===== config.mk =====
export PLATFORM = sky130hd
export DESIGN_NAME = eeprom_byte_access_control
export DESIGN_NICKNAME = d
export VERILOG_FILES = /design/src/pkg/nv_access_pkg.sv /design/src/hw/eeprom_byte_access_control.sv
export SDC_FILE = /design/constraint.sdc
export NUM_CORES = 1
export LEC_CHECK = 0
export BUFFER_PORTS_ARGS = -buffer_cell sky130_fd_sc_hd__buf_2
export CAP_MARGIN = 20
export CORE_UTILIZATION = 47
export CTS_CLUSTER_DIAMETER = 150
export DETAILED_ROUTE_END_ITERATION = 10
export GPL_ROUTABILITY_DRIVEN = 0
export PLACE_DENSITY = 0.6
export SLEW_MARGIN = 15
export SYNTH_ARGS = -nofsm -noshare
export SYNTH_HDL_FRONTEND = slang
export SYNTH_SLANG_ARGS = --single-unit

===== constraint.sdc =====
create_clock -name mclk_i -period 2.78 [get_ports mclk_i]
set_clock_uncertainty 0.2 [all_clocks]
set_input_delay 0 -clock mclk_i [delete_from_list [all_inputs] [get_ports mclk_i]]
set_output_delay 0 -clock mclk_i [all_outputs]
set_load 0.01 [all_outputs]

===== src/pkg/nv_access_pkg.sv =====
package nv_access_pkg;
    localparam logic [5:0] ADDR_OFS       = 6'h1e;
    localparam logic [5:0] DATA_OFS       = 6'h1d;
    localparam logic [5:0] CTRL_OFS       = 6'h1c;
    localparam int         READY_IE_BIT   = 3;
    localparam int         ARM_BIT        = 2;
    localparam int         STROBE_BIT     = 1;
    localparam int         READ_BIT       = 0;
    localparam logic [1:0] ARM_CYCLES     = 2'h3;
    localparam int         WRITE_RC_CYCLES = 8192;
    localparam logic [2:0] WRITE_STALL    = 3'h2;
    localparam logic [2:0] READ_STALL     = 3'h4;
    localparam int         NV_DEPTH       = 64;
endpackage : nv_access_pkg


===== src/hw/eeprom_byte_access_control.sv =====
`timescale 1ns/1ps
`default_nettype none
module eeprom_byte_access_control (
    input  wire logic       mclk_i,
    input  wire logic       sys_rst_i,
    input  wire logic       clk_en_i,
    input  wire logic       rc_tick_i,
    input  wire logic       global_irq_en_i,
    input  wire logic [5:0] io_addr_i,
    input  wire logic       io_wr_i,
    input  wire logic       io_rd_i,
    input  wire logic [7:0] io_wdata_i,
    output logic      [7:0] io_rdata_o,
    output logic            cpu_stall_o,
    output logic            ready_irq_o
);
    logic [7:0]  mem [0:nv_access_pkg::NV_DEPTH-1];
    logic [5:0]  addr_reg;
    logic [7:0]  data_reg;
    logic        ready_ie_reg;
    logic        arm_reg;
    logic        busy_reg;
    logic [1:0]  arm_cnt_reg;
    logic [12:0] rc_cnt_reg;
    logic [2:0]  stall_reg;
    logic [7:0]  rdata_reg;

    wire wr_addr = io_wr_i && io_addr_i == nv_access_pkg::ADDR_OFS;
    wire wr_data = io_wr_i && io_addr_i == nv_access_pkg::DATA_OFS;
    wire wr_ctrl = io_wr_i && io_addr_i == nv_access_pkg::CTRL_OFS;
    wire rd_go   = wr_ctrl && io_wdata_i[nv_access_pkg::READ_BIT] && !busy_reg;
    wire wr_go   = wr_ctrl && io_wdata_i[nv_access_pkg::STROBE_BIT] && arm_reg && !busy_reg;
    wire arm_set = wr_ctrl && io_wdata_i[nv_access_pkg::ARM_BIT];
    wire abort   = busy_reg && (wr_addr || wr_data);
    // gated by busy: the count rests at its end value once a write has finished
    wire rc_last = busy_reg && rc_tick_i &&
                   rc_cnt_reg == 13'(nv_access_pkg::WRITE_RC_CYCLES - 1);
    wire [7:0] ctrl_view = {4'h0, ready_ie_reg, arm_reg, busy_reg, 1'b0};
    wire [7:0] rd_mux =
        io_addr_i == nv_access_pkg::ADDR_OFS ? {2'b00, addr_reg} :
        io_addr_i == nv_access_pkg::DATA_OFS ? data_reg :
        io_addr_i == nv_access_pkg::CTRL_OFS ? ctrl_view : 8'h00;

    assign io_rdata_o  = rdata_reg;
    assign cpu_stall_o = stall_reg != 3'h0;
    assign ready_irq_o = ready_ie_reg && global_irq_en_i && !busy_reg;

    // address reg left unreset: software must load it first
    always_ff @(posedge mclk_i) begin
        if (clk_en_i && wr_addr) begin
            addr_reg <= io_wdata_i[5:0];
        end
    end

    always_ff @(posedge mclk_i) begin
        if (clk_en_i && wr_go) begin
            mem[addr_reg] <= data_reg;
        end
    end

    always_ff @(posedge mclk_i) begin
        if (sys_rst_i) begin
            data_reg <= 8'h00;
        end else if (clk_en_i) begin
            if (rd_go) begin
                data_reg <= mem[addr_reg];
            end else if (wr_data) begin
                data_reg <= io_wdata_i;
            end
        end
    end

    always_ff @(posedge mclk_i) begin
        if (sys_rst_i) begin
            ready_ie_reg <= 1'b0;
            arm_reg      <= 1'b0;
            arm_cnt_reg  <= 2'h0;
        end else if (clk_en_i) begin
            if (wr_ctrl) begin
                ready_ie_reg <= io_wdata_i[nv_access_pkg::READY_IE_BIT];
            end
            if (arm_set) begin
                arm_reg     <= 1'b1;
                arm_cnt_reg <= nv_access_pkg::ARM_CYCLES;
            end else if (arm_reg) begin
                if (arm_cnt_reg == 2'h0) begin
                    arm_reg <= 1'b0;
                end else begin
                    arm_cnt_reg <= arm_cnt_reg - 2'h1;
                end
            end
        end
    end

    // timing runs on the oscillator tick so the interval tracks its calibration
    always_ff @(posedge mclk_i) begin
        if (sys_rst_i) begin
            busy_reg   <= 1'b0;
            rc_cnt_reg <= 13'h0000;
        end else if (clk_en_i) begin
            if (wr_go) begin
                busy_reg   <= 1'b1;
                rc_cnt_reg <= 13'h0000;
            end else if (abort || rc_last) begin
                busy_reg <= 1'b0;
            end else if (busy_reg && rc_tick_i) begin
                rc_cnt_reg <= rc_cnt_reg + 13'h0001;
            end
        end
    end

    always_ff @(posedge mclk_i) begin
        if (sys_rst_i) begin
            stall_reg <= 3'h0;
            rdata_reg <= 8'h00;
        end else if (clk_en_i) begin
            if (rd_go) begin
                stall_reg <= nv_access_pkg::READ_STALL;
            end else if (wr_go) begin
                stall_reg <= nv_access_pkg::WRITE_STALL;
            end else if (stall_reg != 3'h0) begin
                stall_reg <= stall_reg - 3'h1;
            end
            if (io_rd_i) begin
                rdata_reg <= rd_mux;
            end
        end
    end

    property p_arm_timeout;
        @(posedge mclk_i) disable iff (sys_rst_i)
        (clk_en_i && arm_set) ##1 (clk_en_i && !arm_set) [*4] |=> !arm_reg;
    endproperty
    a_arm_timeout: assert property (p_arm_timeout) else $error("arm did not time out");

    property p_arm_hold;
        @(posedge mclk_i) disable iff (sys_rst_i)
        (clk_en_i && arm_set) ##1 clk_en_i [*4] |-> arm_reg;
    endproperty
    a_arm_hold: assert property (p_arm_hold) else $error("arm cleared early");

    property p_strobe_starts;
        @(posedge mclk_i) disable iff (sys_rst_i)
        (clk_en_i && wr_go && !rc_last) |=> busy_reg;
    endproperty
    a_strobe_starts: assert property (p_strobe_starts) else $error("write not started");

    property p_write_lands;
        @(posedge mclk_i) disable iff (sys_rst_i)
        (clk_en_i && wr_go) |=> mem[$past(addr_reg)] == $past(data_reg);
    endproperty
    a_write_lands: assert property (p_write_lands) else $error("byte not stored");

    property p_busy_hold;
        @(posedge mclk_i) disable iff (sys_rst_i)
        (clk_en_i && busy_reg && !abort && !rc_last) |=> busy_reg;
    endproperty
    a_busy_hold: assert property (p_busy_hold) else $error("busy dropped early");

    property p_no_arm_no_write;
        @(posedge mclk_i) disable iff (sys_rst_i)
        (clk_en_i && !busy_reg && !arm_reg) |=> !busy_reg;
    endproperty
    a_no_arm_no_write: assert property (p_no_arm_no_write) else $error("unarmed write");

    property p_irq;
        @(posedge mclk_i) disable iff (sys_rst_i)
        ready_irq_o == (ready_ie_reg && global_irq_en_i && !busy_reg);
    endproperty
    a_irq: assert property (p_irq) else $error("ready request wrong");

    property p_write_stall;
        @(posedge mclk_i) disable iff (sys_rst_i)
        (clk_en_i && wr_go) ##1 (clk_en_i && !rd_go && !wr_go) [*2] |->
            cpu_stall_o ##1 !cpu_stall_o;
    endproperty
    a_write_stall: assert property (p_write_stall) else $error("write stall length");

    property p_read_stall;
        @(posedge mclk_i) disable iff (sys_rst_i)
        (clk_en_i && rd_go) ##1 (clk_en_i && !rd_go && !wr_go) [*4] |->
            cpu_stall_o ##1 !cpu_stall_o;
    endproperty
    a_read_stall: assert property (p_read_stall) else $error("read stall length");

    property p_read_fetch;
        @(posedge mclk_i) disable iff (sys_rst_i)
        (clk_en_i && rd_go) |=> data_reg == $past(mem[addr_reg]);
    endproperty
    a_read_fetch: assert property (p_read_fetch) else $error("read data wrong");

    property p_abort;
        @(posedge mclk_i) disable iff (sys_rst_i)
        (clk_en_i && abort && !wr_go) |=> !busy_reg;
    endproperty
    a_abort: assert property (p_abort) else $error("write not aborted");

    property p_reserved;
        @(posedge mclk_i) disable iff (sys_rst_i)
        (clk_en_i && io_rd_i && io_addr_i == nv_access_pkg::ADDR_OFS) |=>
            io_rdata_o[7:6] == 2'b00;
    endproperty
    a_reserved: assert property (p_reserved) else $error("reserved bits set");

    property p_ctrl_reserved;
        @(posedge mclk_i) disable iff (sys_rst_i)
        (clk_en_i && io_rd_i && io_addr_i == nv_access_pkg::CTRL_OFS) |=>
            io_rdata_o[7:4] == 4'h0 && !io_rdata_o[0];
    endproperty
    a_ctrl_reserved: assert property (p_ctrl_reserved) else $error("control bits set");
endmodule : eeprom_byte_access_control
`default_nettype wire


# ---- Yosys cells after proc, flatten, opt, wreduce, memory -nomap -nowiden
# Memories as Yosys holds them, arrays and structs flattened. A register that Yosys moved wholly into a read port is not among the register bits.
# Index checks and enable logic that the tools add are counted.
dict set report classes {
  add_sub_neg 3
  n_mul 0
  div_mod_pow 0
  order_cmp 0
  eq_ne 6
  n_shift 0
  n_mux 22
  n_bitwise 0
  reduce_logical 33
}
# operator n
set ops {}
lappend ops {{13-bit 2-to-1 mux} 3}
lappend ops {{8-bit 2-to-1 mux} 4}
lappend ops {{6-bit by 5-bit equality test with 1-bit output, second input constant} 3}
lappend ops {{1-bit logical AND} 16}
lappend ops {{13-bit by 1-bit adder with 13-bit output, second input constant} 1}
lappend ops {{13-bit equality test, second input constant} 1}
lappend ops {{2-bit AND reduction} 5}
lappend ops {{3-bit 2-to-1 mux} 3}
lappend ops {{2-bit nonzero test} 4}
lappend ops {{1-bit 2-to-1 mux} 7}
lappend ops {{2-bit 2-to-1 mux} 3}
lappend ops {{6-bit 2-to-1 mux} 1}
lappend ops {{3-bit AND reduction} 2}
lappend ops {{3-bit nonzero test} 2}
lappend ops {{4-bit 2-to-1 mux} 1}
lappend ops {{2-bit inequality test, second input constant} 2}
lappend ops {{3-bit by 1-bit subtractor with 3-bit output, second input constant} 1}
lappend ops {{2-bit logical NOT} 1}
lappend ops {{1-bit logical OR} 2}
lappend ops {{2-bit by 1-bit subtractor with 2-bit output, second input constant} 1}
lappend ops {{1-bit logical NOT} 1}
dict set report word_totals {
  reg_bits 43
  latch_bits 0
  ram_bits 512
  mem_bits_ro 0
  input_bits 21
  word_cells 74
  memories 1
}
# memory words width rd rd_ports_with_merged_regs write_ports line_no
set mem_list {}
lappend mem_list {mem 64 8 1 1 1 eeprom_byte_access_control.sv:17} ;# logic [7:0] mem [0:nv_access_pkg::NV_DEPTH-1];

# ---- Depth between registers and ports, before layout
# Gate-level depths: netlist of run 1.
dict set report depth {
  ltp_word 8
  depth_mapped 11
  depth_no_buf 8
}

# ---- Worst setup path before layout of run 1
# No wires, ideal clock.
dict set report synth_timing {
  kind {reg2reg}
  startpoint {reg busy_reg}
  endpoint {mem mem[59][0] (enable)}
  t_arrival_ns 1.835
  t_required_ns 2.210
  path_slack_ns 0.375
  path_stages_with_launch 6
  n_path_buf 0
  path_cell_list {dfxtp_1 > nor4_2 > nand4_1 > nor2_1 > nand3_1 > nor2_1}
}
dict set report synth_via {
  elab_chain_cells 5
}
# item line_no
set synth_lines {}
lappend synth_lines {{start, declared} eeprom_byte_access_control.sv:22} ;# logic busy_reg;
lappend synth_lines {{start signal, assigned} eeprom_byte_access_control.sv:98} ;# busy_reg <= 1'b0;
lappend synth_lines {{start signal, assigned} eeprom_byte_access_control.sv:102} ;# busy_reg <= 1'b1;
lappend synth_lines {{start signal, assigned} eeprom_byte_access_control.sv:105} ;# busy_reg <= 1'b0;
lappend synth_lines {{1-bit logical NOT} eeprom_byte_access_control.sv:32} ;# wire wr_go = wr_ctrl && io_wdata_i[nv_access_pkg::STROBE_BIT] && arm_reg && !busy_reg;
lappend synth_lines {{1-bit logical AND} eeprom_byte_access_control.sv:32}
lappend synth_lines {{1-bit logical AND} eeprom_byte_access_control.sv:56} ;# if (clk_en_i && wr_go) begin
lappend synth_lines {{1-bit 2-to-1 mux} eeprom_byte_access_control.sv:56}
lappend synth_lines {{1-bit 2-to-1 mux (not written as such)} eeprom_byte_access_control.sv:57} ;# mem[addr_reg] <= data_reg;
lappend synth_lines {{end, declared} eeprom_byte_access_control.sv:17}
# Every way passes these cells.

==> results of run 1 <==
==> routing by layer <==
layer	share of wire (%)	track usage [%]	vias to the layer above	routed length (um)
met5	0	0	-	0
met4	3.4	8.64	0	1860
met3	7.4	5.02	104	4050
met2	47	36.4	458	25600
met1	43	32.6	6388	23500
li1	-	-	5577	-
==> worst min-delay path by stage <==
stage | startpoint | endpoint | slack (ps) | depth (start not counted)
2_1_floorplan | global_irq_en_i | ready_irq_o | -100 | 2
3_3_place_gp | io_wdata_i[5] | addr_reg[5] | 20 | 1
3_5_place_dp | io_wdata_i[5] | addr_reg[5] | 30 | 1
4_1_cts | io_wdata_i[0] | addr_reg[0] | 1 | 2
5_1_grt | io_wdata_i[2] | flip-flop | 70 | 3
6_report | io_wdata_i[3] | flip-flop | 60 | 3
==> per-stage QoR <==
stage | util [%] | std cells | hold slack [ps] | power, mW
5_1_grt | 56.1 | 2148 | 68.8 | 17.5
3_3_place_gp | 51.6 | 2018 | 23.3 | 9.59
6_report | 56.1 | 2148 | 61.0 | 17.1
3_5_place_dp | 51.6 | 2018 | 28.9 | 9.61
2_1_floorplan | - | 1315 | -103 | 9.50
4_1_cts | 56.1 | 2148 | 1.40 | 17.2
==> layout by cell type (no fill, tap or decap), types with 7 or more instances in the layout <==
master,netlist,layout
sky130_fd_sc_hd__and3_1,8,8
sky130_fd_sc_hd__nor2b_1,11,9
sky130_fd_sc_hd__xnor2_1,9,9
sky130_fd_sc_hd__buf_4,11,125
sky130_fd_sc_hd__buf_2,20,30
sky130_fd_sc_hd__edfxtp_1,518,518
sky130_fd_sc_hd__o21ai_0,13,13
sky130_fd_sc_hd__clkbuf_1,28,8
sky130_fd_sc_hd__mux4_2,47,47
sky130_fd_sc_hd__nand2_1,54,54
sky130_fd_sc_hd__nand4_1,12,12
sky130_fd_sc_hd__nand3_1,62,60
sky130_fd_sc_hd__clkinv_1,0,10
sky130_fd_sc_hd__buf_12,0,14
sky130_fd_sc_hd__dfxtp_2,0,9
sky130_fd_sc_hd__nor2_1,94,93
sky130_fd_sc_hd__nor3_1,10,10
sky130_fd_sc_hd__a22oi_1,72,72
sky130_fd_sc_hd__clkbuf_16,0,56
sky130_fd_sc_hd__mux2_2,18,18
sky130_fd_sc_hd__a21oi_1,26,26
sky130_fd_sc_hd__mux2i_1,162,162
sky130_fd_sc_hd__clkinv_2,0,13
sky130_fd_sc_hd__inv_1,9,9
sky130_fd_sc_hd__dlygate4sd3_1,0,26
sky130_fd_sc_hd__bufinv_16,0,7
sky130_fd_sc_hd__dfxtp_1,43,31
==> power groups by stage <==
| stage | logic, mW | registers (mW) | clock network, mW |
|---|---|---|---|
| after floorplan | 0.196 | 9.30 | 0 |
| after global placement | 0.293 | 9.30 | 0 |
| after detailed placement | 0.303 | 9.30 | 0 |
| after CTS | 0.329 | 9.12 | 7.74 |
| after global routing | 0.373 | 9.12 | 8.04 |
| final | 0.338 | 9.12 | 7.63 |
==> critical path, cell delays in order (launching register included) <==
cell,delay (ps)
sky130_fd_sc_hd__dfxtp_2,430
sky130_fd_sc_hd__buf_12,210
sky130_fd_sc_hd__nor2b_4,140
sky130_fd_sc_hd__buf_4,250
sky130_fd_sc_hd__a22oi_1,150
sky130_fd_sc_hd__nand3_1,310
sky130_fd_sc_hd__nand4_1,250
sky130_fd_sc_hd__a2111oi_0,460
sky130_fd_sc_hd__o21ai_1,120
==> layout make-up <==
type	instances	area, um2	area share [%]
Inverter	9	33.8	0.129
Multi-Input combinational cell	672	5530	21.1
Clock inverter	36	368	1.40
Sequential cell	561	16400	62.6
Tap cell	607	759	2.89
Clock buffer	68	1490	5.66
Timing Repair Buffer	195	1630	6.21
==> kinds of logic (layout without fill, tap and decap cells) <==
family                     count (synthesis)  after routing
buffers and inverters                     82            308
DFF                                      561            561
AOI/OAI and AO/OA                        149            149
and+or+nand+nor                          277            277
adders and majority gates                  4              4
xor gates and xnor gates                  10             10
muxes                                    232            232
==> repair_timing <==
item / in CTS / in global routing
endpoints found under the setup margin: 0 / 4
hold buffers: 26 / 0
hold endpoints to repair: 54 / 0
resized for setup: 0 / 3
==> impl_metrics.env, run 1 <==
export IMPL_total_global_routing_overflow=0
export IMPL_switching_power_mw=3.39
export IMPL_grt_usage_pct=23.4
export IMPL_grt_start_max_net_pins=41
export IMPL_floorplan_initialDensity_pct=47.8
export IMPL_timing_reg2reg_worst_path_depth=8
export IMPL_min_period_ps=2690
export IMPL_numClockSinks=561
export IMPL_leakage_nw=10.3
export IMPL_synth_edff_count=518
export IMPL_pwr_share_seq_pct=53.4
export IMPL_worst_min_delay_path_class="input port to flip-flop"
export IMPL_tritoncts="yes"
export IMPL_synthDominantCellAreaShare_pct=69.6
export IMPL_critPathMaxFanout=13
export IMPL_crit_end_element="flip-flop"
export IMPL_first_pass_grt_wire_length_um=81300
export IMPL_critical_path_reg2reg_endpoint="data_reg[2]"
export IMPL_drtAntennaViolNets=0
export IMPL_clk_transition_reported_paths_ps=70
export IMPL_ys_ff_latch=561
export IMPL_die_area_mm2=0.0484
export IMPL_postSynth_topFlopCell="sky130_fd_sc_hd__edfxtp_1"
export IMPL_total_via_count_after_detailed_routing=12527
export IMPL_endpoint="data_reg[2]"
export IMPL_placeableCoreArea_mm2=0.0468
export IMPL_num_nets_final=1519
export IMPL_final_fill_count=3598
export IMPL_h_tree_depth=2
export IMPL_synth_simple_area_share_pct=5.89
export IMPL_yosys_mux_area_fraction_pct=13.5
export IMPL_num_antenna_cells=0
export IMPL_number_of_nets_in_the_synthesized_netlist=1340
export IMPL_clockPowerShare_pct=44.6
export IMPL_grt_antenna_before_repair=0
export IMPL_pin_count=31
export IMPL_drt_wirelength_per_cell_um=25.6
export IMPL_synth_largest_area_cell="sky130_fd_sc_hd__edfxtp_1"
export IMPL_hpwlAfterDp_um=35100
export IMPL_unrepaired_setup_endpoints_after_global_routing="no"
export IMPL_cts_root_buf="sky130_fd_sc_hd__clkbuf_16"
export IMPL_fraction_of_final_layout_cells_sized_beyond_drive_strength_1_pct=22.1
export IMPL_synth_cell_area_mm2=0.0223
export IMPL_critPathLaunchType="flip-flop"
export IMPL_max_freq_ghz=0.371
export IMPL_synth_compound_area_share_pct=4.62
export IMPL_synth_common_cells="518 x sky130_fd_sc_hd__edfxtp_1, 162 x sky130_fd_sc_hd__mux2i_1, 94 x sky130_fd_sc_hd__nor2_1, 72 x sky130_fd_sc_hd__a22oi_1, 62 x sky130_fd_sc_hd__nand3_1"
export IMPL_die_width_um=220
export IMPL_post_synthesis_async_set_or_reset_flop_share_pct=0
export IMPL_drcViolationCount=0
export IMPL_worst_slack_ps=87.6
export IMPL_synth_distinct_cells=54
export IMPL_cts_buffers_inserted=55
export IMPL_max_slew_margin_pct=42.1
export IMPL_clk_insertion_delay_late_ps=620
export IMPL_drtIter0Drc=973
export IMPL_drt_first_pass_iters=5
export IMPL_pwr_density_cell_mw_per_mm2=651
export IMPL_max_clock_path_buffers=3
export IMPL_flip_flop_count_of_the_largest_register_after_layout=512
export IMPL_post_synth_xor_area_fraction_pct=0.392
export IMPL_placed_area_mm2=0.0241
export IMPL_cellInternalPower_mw=13.7
export IMPL_cp_arrival_ps=2970
export IMPL_synthCells=1315
export IMPL_r2r_setup_slack_ps=90
export IMPL_comb_power_share_pct=2.0
export IMPL_power_switching_share_pct=19.9
export IMPL_status="completed"
export IMPL_synth_area_leaders="sky130_fd_sc_hd__edfxtp_1 70%, sky130_fd_sc_hd__mux2i_1 7.3%, sky130_fd_sc_hd__mux4_2 4.7%"
export IMPL_synth_top_family_by_area="multiplexers"
export IMPL_cts_repair_timing_setup_buffer_count=0
export IMPL_post_route_period_util_pct=96.8
export IMPL_max_slew_worst_pin_slew_ps=866
export IMPL_detailedPlace_worstSlack_ps=27.4
export IMPL_report_final_hold_viol_count=0
export IMPL_ys_warnings_count=0
export IMPL_setup_worst_path_class="flip-flop to flip-flop"
export IMPL_route_detailed_vias_per_inst=5.83
export IMPL_synth_most_common_cell="sky130_fd_sc_hd__edfxtp_1"
export IMPL_finalSetupViolations=0
export IMPL_placementRows=79
export IMPL_vias_in_the_first_global_route=12454
export IMPL_port_buffers=30
export IMPL_final_design_area_no_fill_mm2=0.0262
export IMPL_die_height_um=220
export IMPL_drv_max_cap_violation_count=0
export IMPL_yosys_area_share_adder_pct=0.224
export IMPL_slew_violations=0
export IMPL_required_ps=3060
export IMPL_finalSetupTns_ps=0
export IMPL_max_vdd_ir_drop_mv=0.632
export IMPL_drt_total_wl_um=55000
export IMPL_synth_sequential_area_ratio_pct=73.5
export IMPL_area_growth_syn_to_layout_pct=17.5
export IMPL_syn_area_per_cell_um2=17.0
Power figures use the tool's default switching activity.
==> run 2: changes to the inputs <==
Settings changed: ABC_AREA from default to 1.
==> run 2 against run 1 <==
Core utilization shrank 1.2 points. Design area grew 2.4%. Hold slack gained 45 ps. Sequential share of layout area shrank 1.5 points. Via count grew 27%. Clock power shrank 5.2%. Synthesized area grew 4.5%. Total power shrank 2.9%. Die area grew 4.5%. Count of clock-buffer cells in the layout shrank 1.
==> impl_metrics.env, run 2 <==
export IMPL_floorplan_initialDensity_pct=47.7
export IMPL_pwr_density_cell_mw_per_mm2=617
export IMPL_synth_area_leaders="sky130_fd_sc_hd__edfxtp_1 67%, sky130_fd_sc_hd__nand2_1 11%, sky130_fd_sc_hd__nand3_1 10%"
export IMPL_max_slew_margin_pct=40.0
export IMPL_drtIter0Drc=1770
export IMPL_finish_utilization_pct=54.9
export IMPL_clk_transition_reported_paths_ps=70
export IMPL_fraction_of_final_layout_cells_sized_beyond_drive_strength_1_pct=11.5
export IMPL_syn_area_per_cell_um2=11.1
export IMPL_area_growth_syn_to_layout_pct=15.2
export IMPL_layout_cells_most_common="sky130_fd_sc_hd__nand2_1"
export IMPL_postCtsHoldBufs=32
export IMPL_max_clock_path_buffers=3
export IMPL_final_fill_count=4187
export IMPL_placementRows=81
export IMPL_drcViolationCount=0
export IMPL_final_design_area_no_fill_mm2=0.0269
export IMPL_unrepaired_setup_endpoints_after_global_routing="no"
export IMPL_crit_chain="inv_1 -> nor3_2 -> nand2_4 -> inv_4 -> nand2_4 -> nor2_2 -> nand3_1 -> buf_4 -> nor2_1"
export IMPL_synth_edff_count=518
export IMPL_finalSetupViolations=0
export IMPL_number_of_nets_in_the_synthesized_netlist=2130
export IMPL_hpwlAfterDp_um=37000
export IMPL_route_detailed_vias_per_inst=5.45
export IMPL_numClockSinks=561
export IMPL_die_height_um=225
export IMPL_cts_root_buf="sky130_fd_sc_hd__clkbuf_16"
export IMPL_sequential_cell_area_mm2=0.0164
export IMPL_vias_in_the_first_global_route=15726
export IMPL_worst_slack_ps=244
export IMPL_max_freq_ghz=0.394
export IMPL_critical_path_max_stage_delay_ps=590
export IMPL_tritoncts="yes"
export IMPL_worstPathBufferInverterCount=3
export IMPL_cts_buffers_inserted=55
export IMPL_dp_cells=2796
export IMPL_setup_worst_path_class="flip-flop to flip-flop"
export IMPL_slew_violations=0
export IMPL_flip_flop_count_of_the_largest_register_after_layout=512
export IMPL_crit_end_element="flip-flop"
export IMPL_post_cts_resized_instances=0
export IMPL_cp_arrival_ps=2570
export IMPL_postSynth_topFlopCell="sky130_fd_sc_hd__edfxtp_1"
export IMPL_status="completed"
export IMPL_post_route_period_util_pct=91.2
export IMPL_synth_sequential_area_ratio_pct=70.3
export IMPL_die_area_mm2=0.0506
export IMPL_synth_cell_area_mm2=0.0233
export IMPL_required_ps=2810
export IMPL_mostFrequentLayoutCells="710 x sky130_fd_sc_hd__nand2_1, 518 x sky130_fd_sc_hd__edfxtp_1, 468 x sky130_fd_sc_hd__nand3_1, 100 x sky130_fd_sc_hd__buf_4, 81 x sky130_fd_sc_hd__nor2_1"
export IMPL_hold_worst_slack_ps=106
export IMPL_die_width_um=225
export IMPL_cts_repair_timing_setup_buffer_count=0
export IMPL_synthDominantCellAreaShare_pct=66.6
export IMPL_num_antenna_cells=0
export IMPL_total_global_routing_overflow=0
export IMPL_synth_common_cells="710 x sky130_fd_sc_hd__nand2_1, 518 x sky130_fd_sc_hd__edfxtp_1, 468 x sky130_fd_sc_hd__nand3_1, 81 x sky130_fd_sc_hd__nor2_1, 49 x sky130_fd_sc_hd__inv_1"
export IMPL_h_tree_depth=2
export IMPL_placed_area_mm2=0.0248
export IMPL_drt_first_pass_iters=6
export IMPL_drtAntennaViolNets=0
export IMPL_multiInputGateArea_mm2=0.00614
export IMPL_max_slew_worst_pin_slew_ps=900
export IMPL_placeableCoreArea_mm2=0.0490
export IMPL_detailedPlace_worstSlack_ps=265
export IMPL_grt_start_max_net_pins=129
export IMPL_post_synthesis_async_set_or_reset_flop_share_pct=0
export IMPL_min_period_ps=2540
export IMPL_drt_total_wl_um=61500
export IMPL_cpLargestDelayFamily="simple AND/OR/NAND/NOR gates"
export IMPL_synth_most_common_cell="sky130_fd_sc_hd__nand2_1"
export IMPL_synth_largest_area_cell="sky130_fd_sc_hd__edfxtp_1"
export IMPL_ys_ff_latch=561
export IMPL_critPathMaxFanout=8
export IMPL_critPathSlowestCell="sky130_fd_sc_hd__nor2_1"
export IMPL_worst_min_delay_path_class="input port to flip-flop"
export IMPL_synth_distinct_cells=39
export IMPL_drv_max_cap_violation_count=0
export IMPL_finalSetupTns_ps=0
export IMPL_grt_usage_pct=24.9
export IMPL_timing_critical_path_mode_cell="sky130_fd_sc_hd__nand2_4"
export IMPL_grt_antenna_before_repair=0
export IMPL_first_pass_grt_wire_length_um=93800
export IMPL_report_final_hold_viol_count=0
export IMPL_max_vdd_ir_drop_mv=0.473
export IMPL_critPathLaunchType="flip-flop"
export IMPL_pin_count=31
export IMPL_post_layout_total_power_mw=16.6
export IMPL_port_buffers=30
export IMPL_clk_insertion_delay_late_ps=610
export IMPL_num_nets_final=2246
export IMPL_total_via_count_after_detailed_routing=15933
export IMPL_drt_wirelength_per_cell_um=21.0
export IMPL_ys_warnings_count=0
export IMPL_final_cell_count_no_fill=2926
export IMPL_leakage_nw=10.5
export IMPL_synthCells=2105
## run 2: cell types whose count changed after synthesis, sizes merged, moves of 9 or more
cell / delta
a21oi: +12
a22oi: -72
buf: +50
inv: +42
mux2: -18
mux2i: -162
mux4: -52
nand2: +664
nand3: +410
nand4: -9
nor2b: -11
xnor2: -9
## run 2: kinds of logic (layout without fill, tap and decap cells)
kind of cell | after synthesis | in the layout | synth area share (%)
AOI/OAI and AO/OA | 69 | 69 | 1.68
buffers and inverters | 171 | 328 | 3.41
and+or+nand+nor | 1294 | 1294 | 24.1
xor gates and xnor gates | 6 | 6 | 0.225
adders and majority gates | 4 | 4 | 0.214
DFF | 561 | 561 | 70.3
## run 2: final cells by class
type | count | area share (%)
inverter | 52 | 0.763
sequential | 561 | 61.1
clock inverter | 31 | 1.01
timing repair buffer | 178 | 5.73
tap | 664 | 3.09
multi-input combinational | 1373 | 22.8
clock buffer | 67 | 5.45
## run 2: worst register-to-register path: cells and delay by family, from the launching register on
family	cells	cell delay, ps
flops	1	370
buf+inv	3	390
simple gates	6	1210
## run 2: power by group
group / total, mW / switching, mW / internal (mW)
Combinational: 0.258 / 0.161 / 0.0973
Sequential: 9.11 / 0.00896 / 9.10
Clock: 7.23 / 3.06 / 4.17
## run 2: metal layers
metal  GRT usage, %  up-vias  routed length (um)
met1           33.5     7722               25800
met4           9.55        0                2030
met2           41.0      539               29700
met5              0        -                   0
li1               -     7566                   -
met3           3.54      106                4050
## run 2: worst paths after layout
kind	from	to	slack, ps	cells after the start
max	arm_reg	mem[51][2]	240	9
max reg2reg	arm_reg	mem[51][2]	240	9
min	io_wdata_i[0]	flip-flop	110	4
min reg2reg	arm_cnt_reg[0]	arm_cnt_reg[0]	270	1
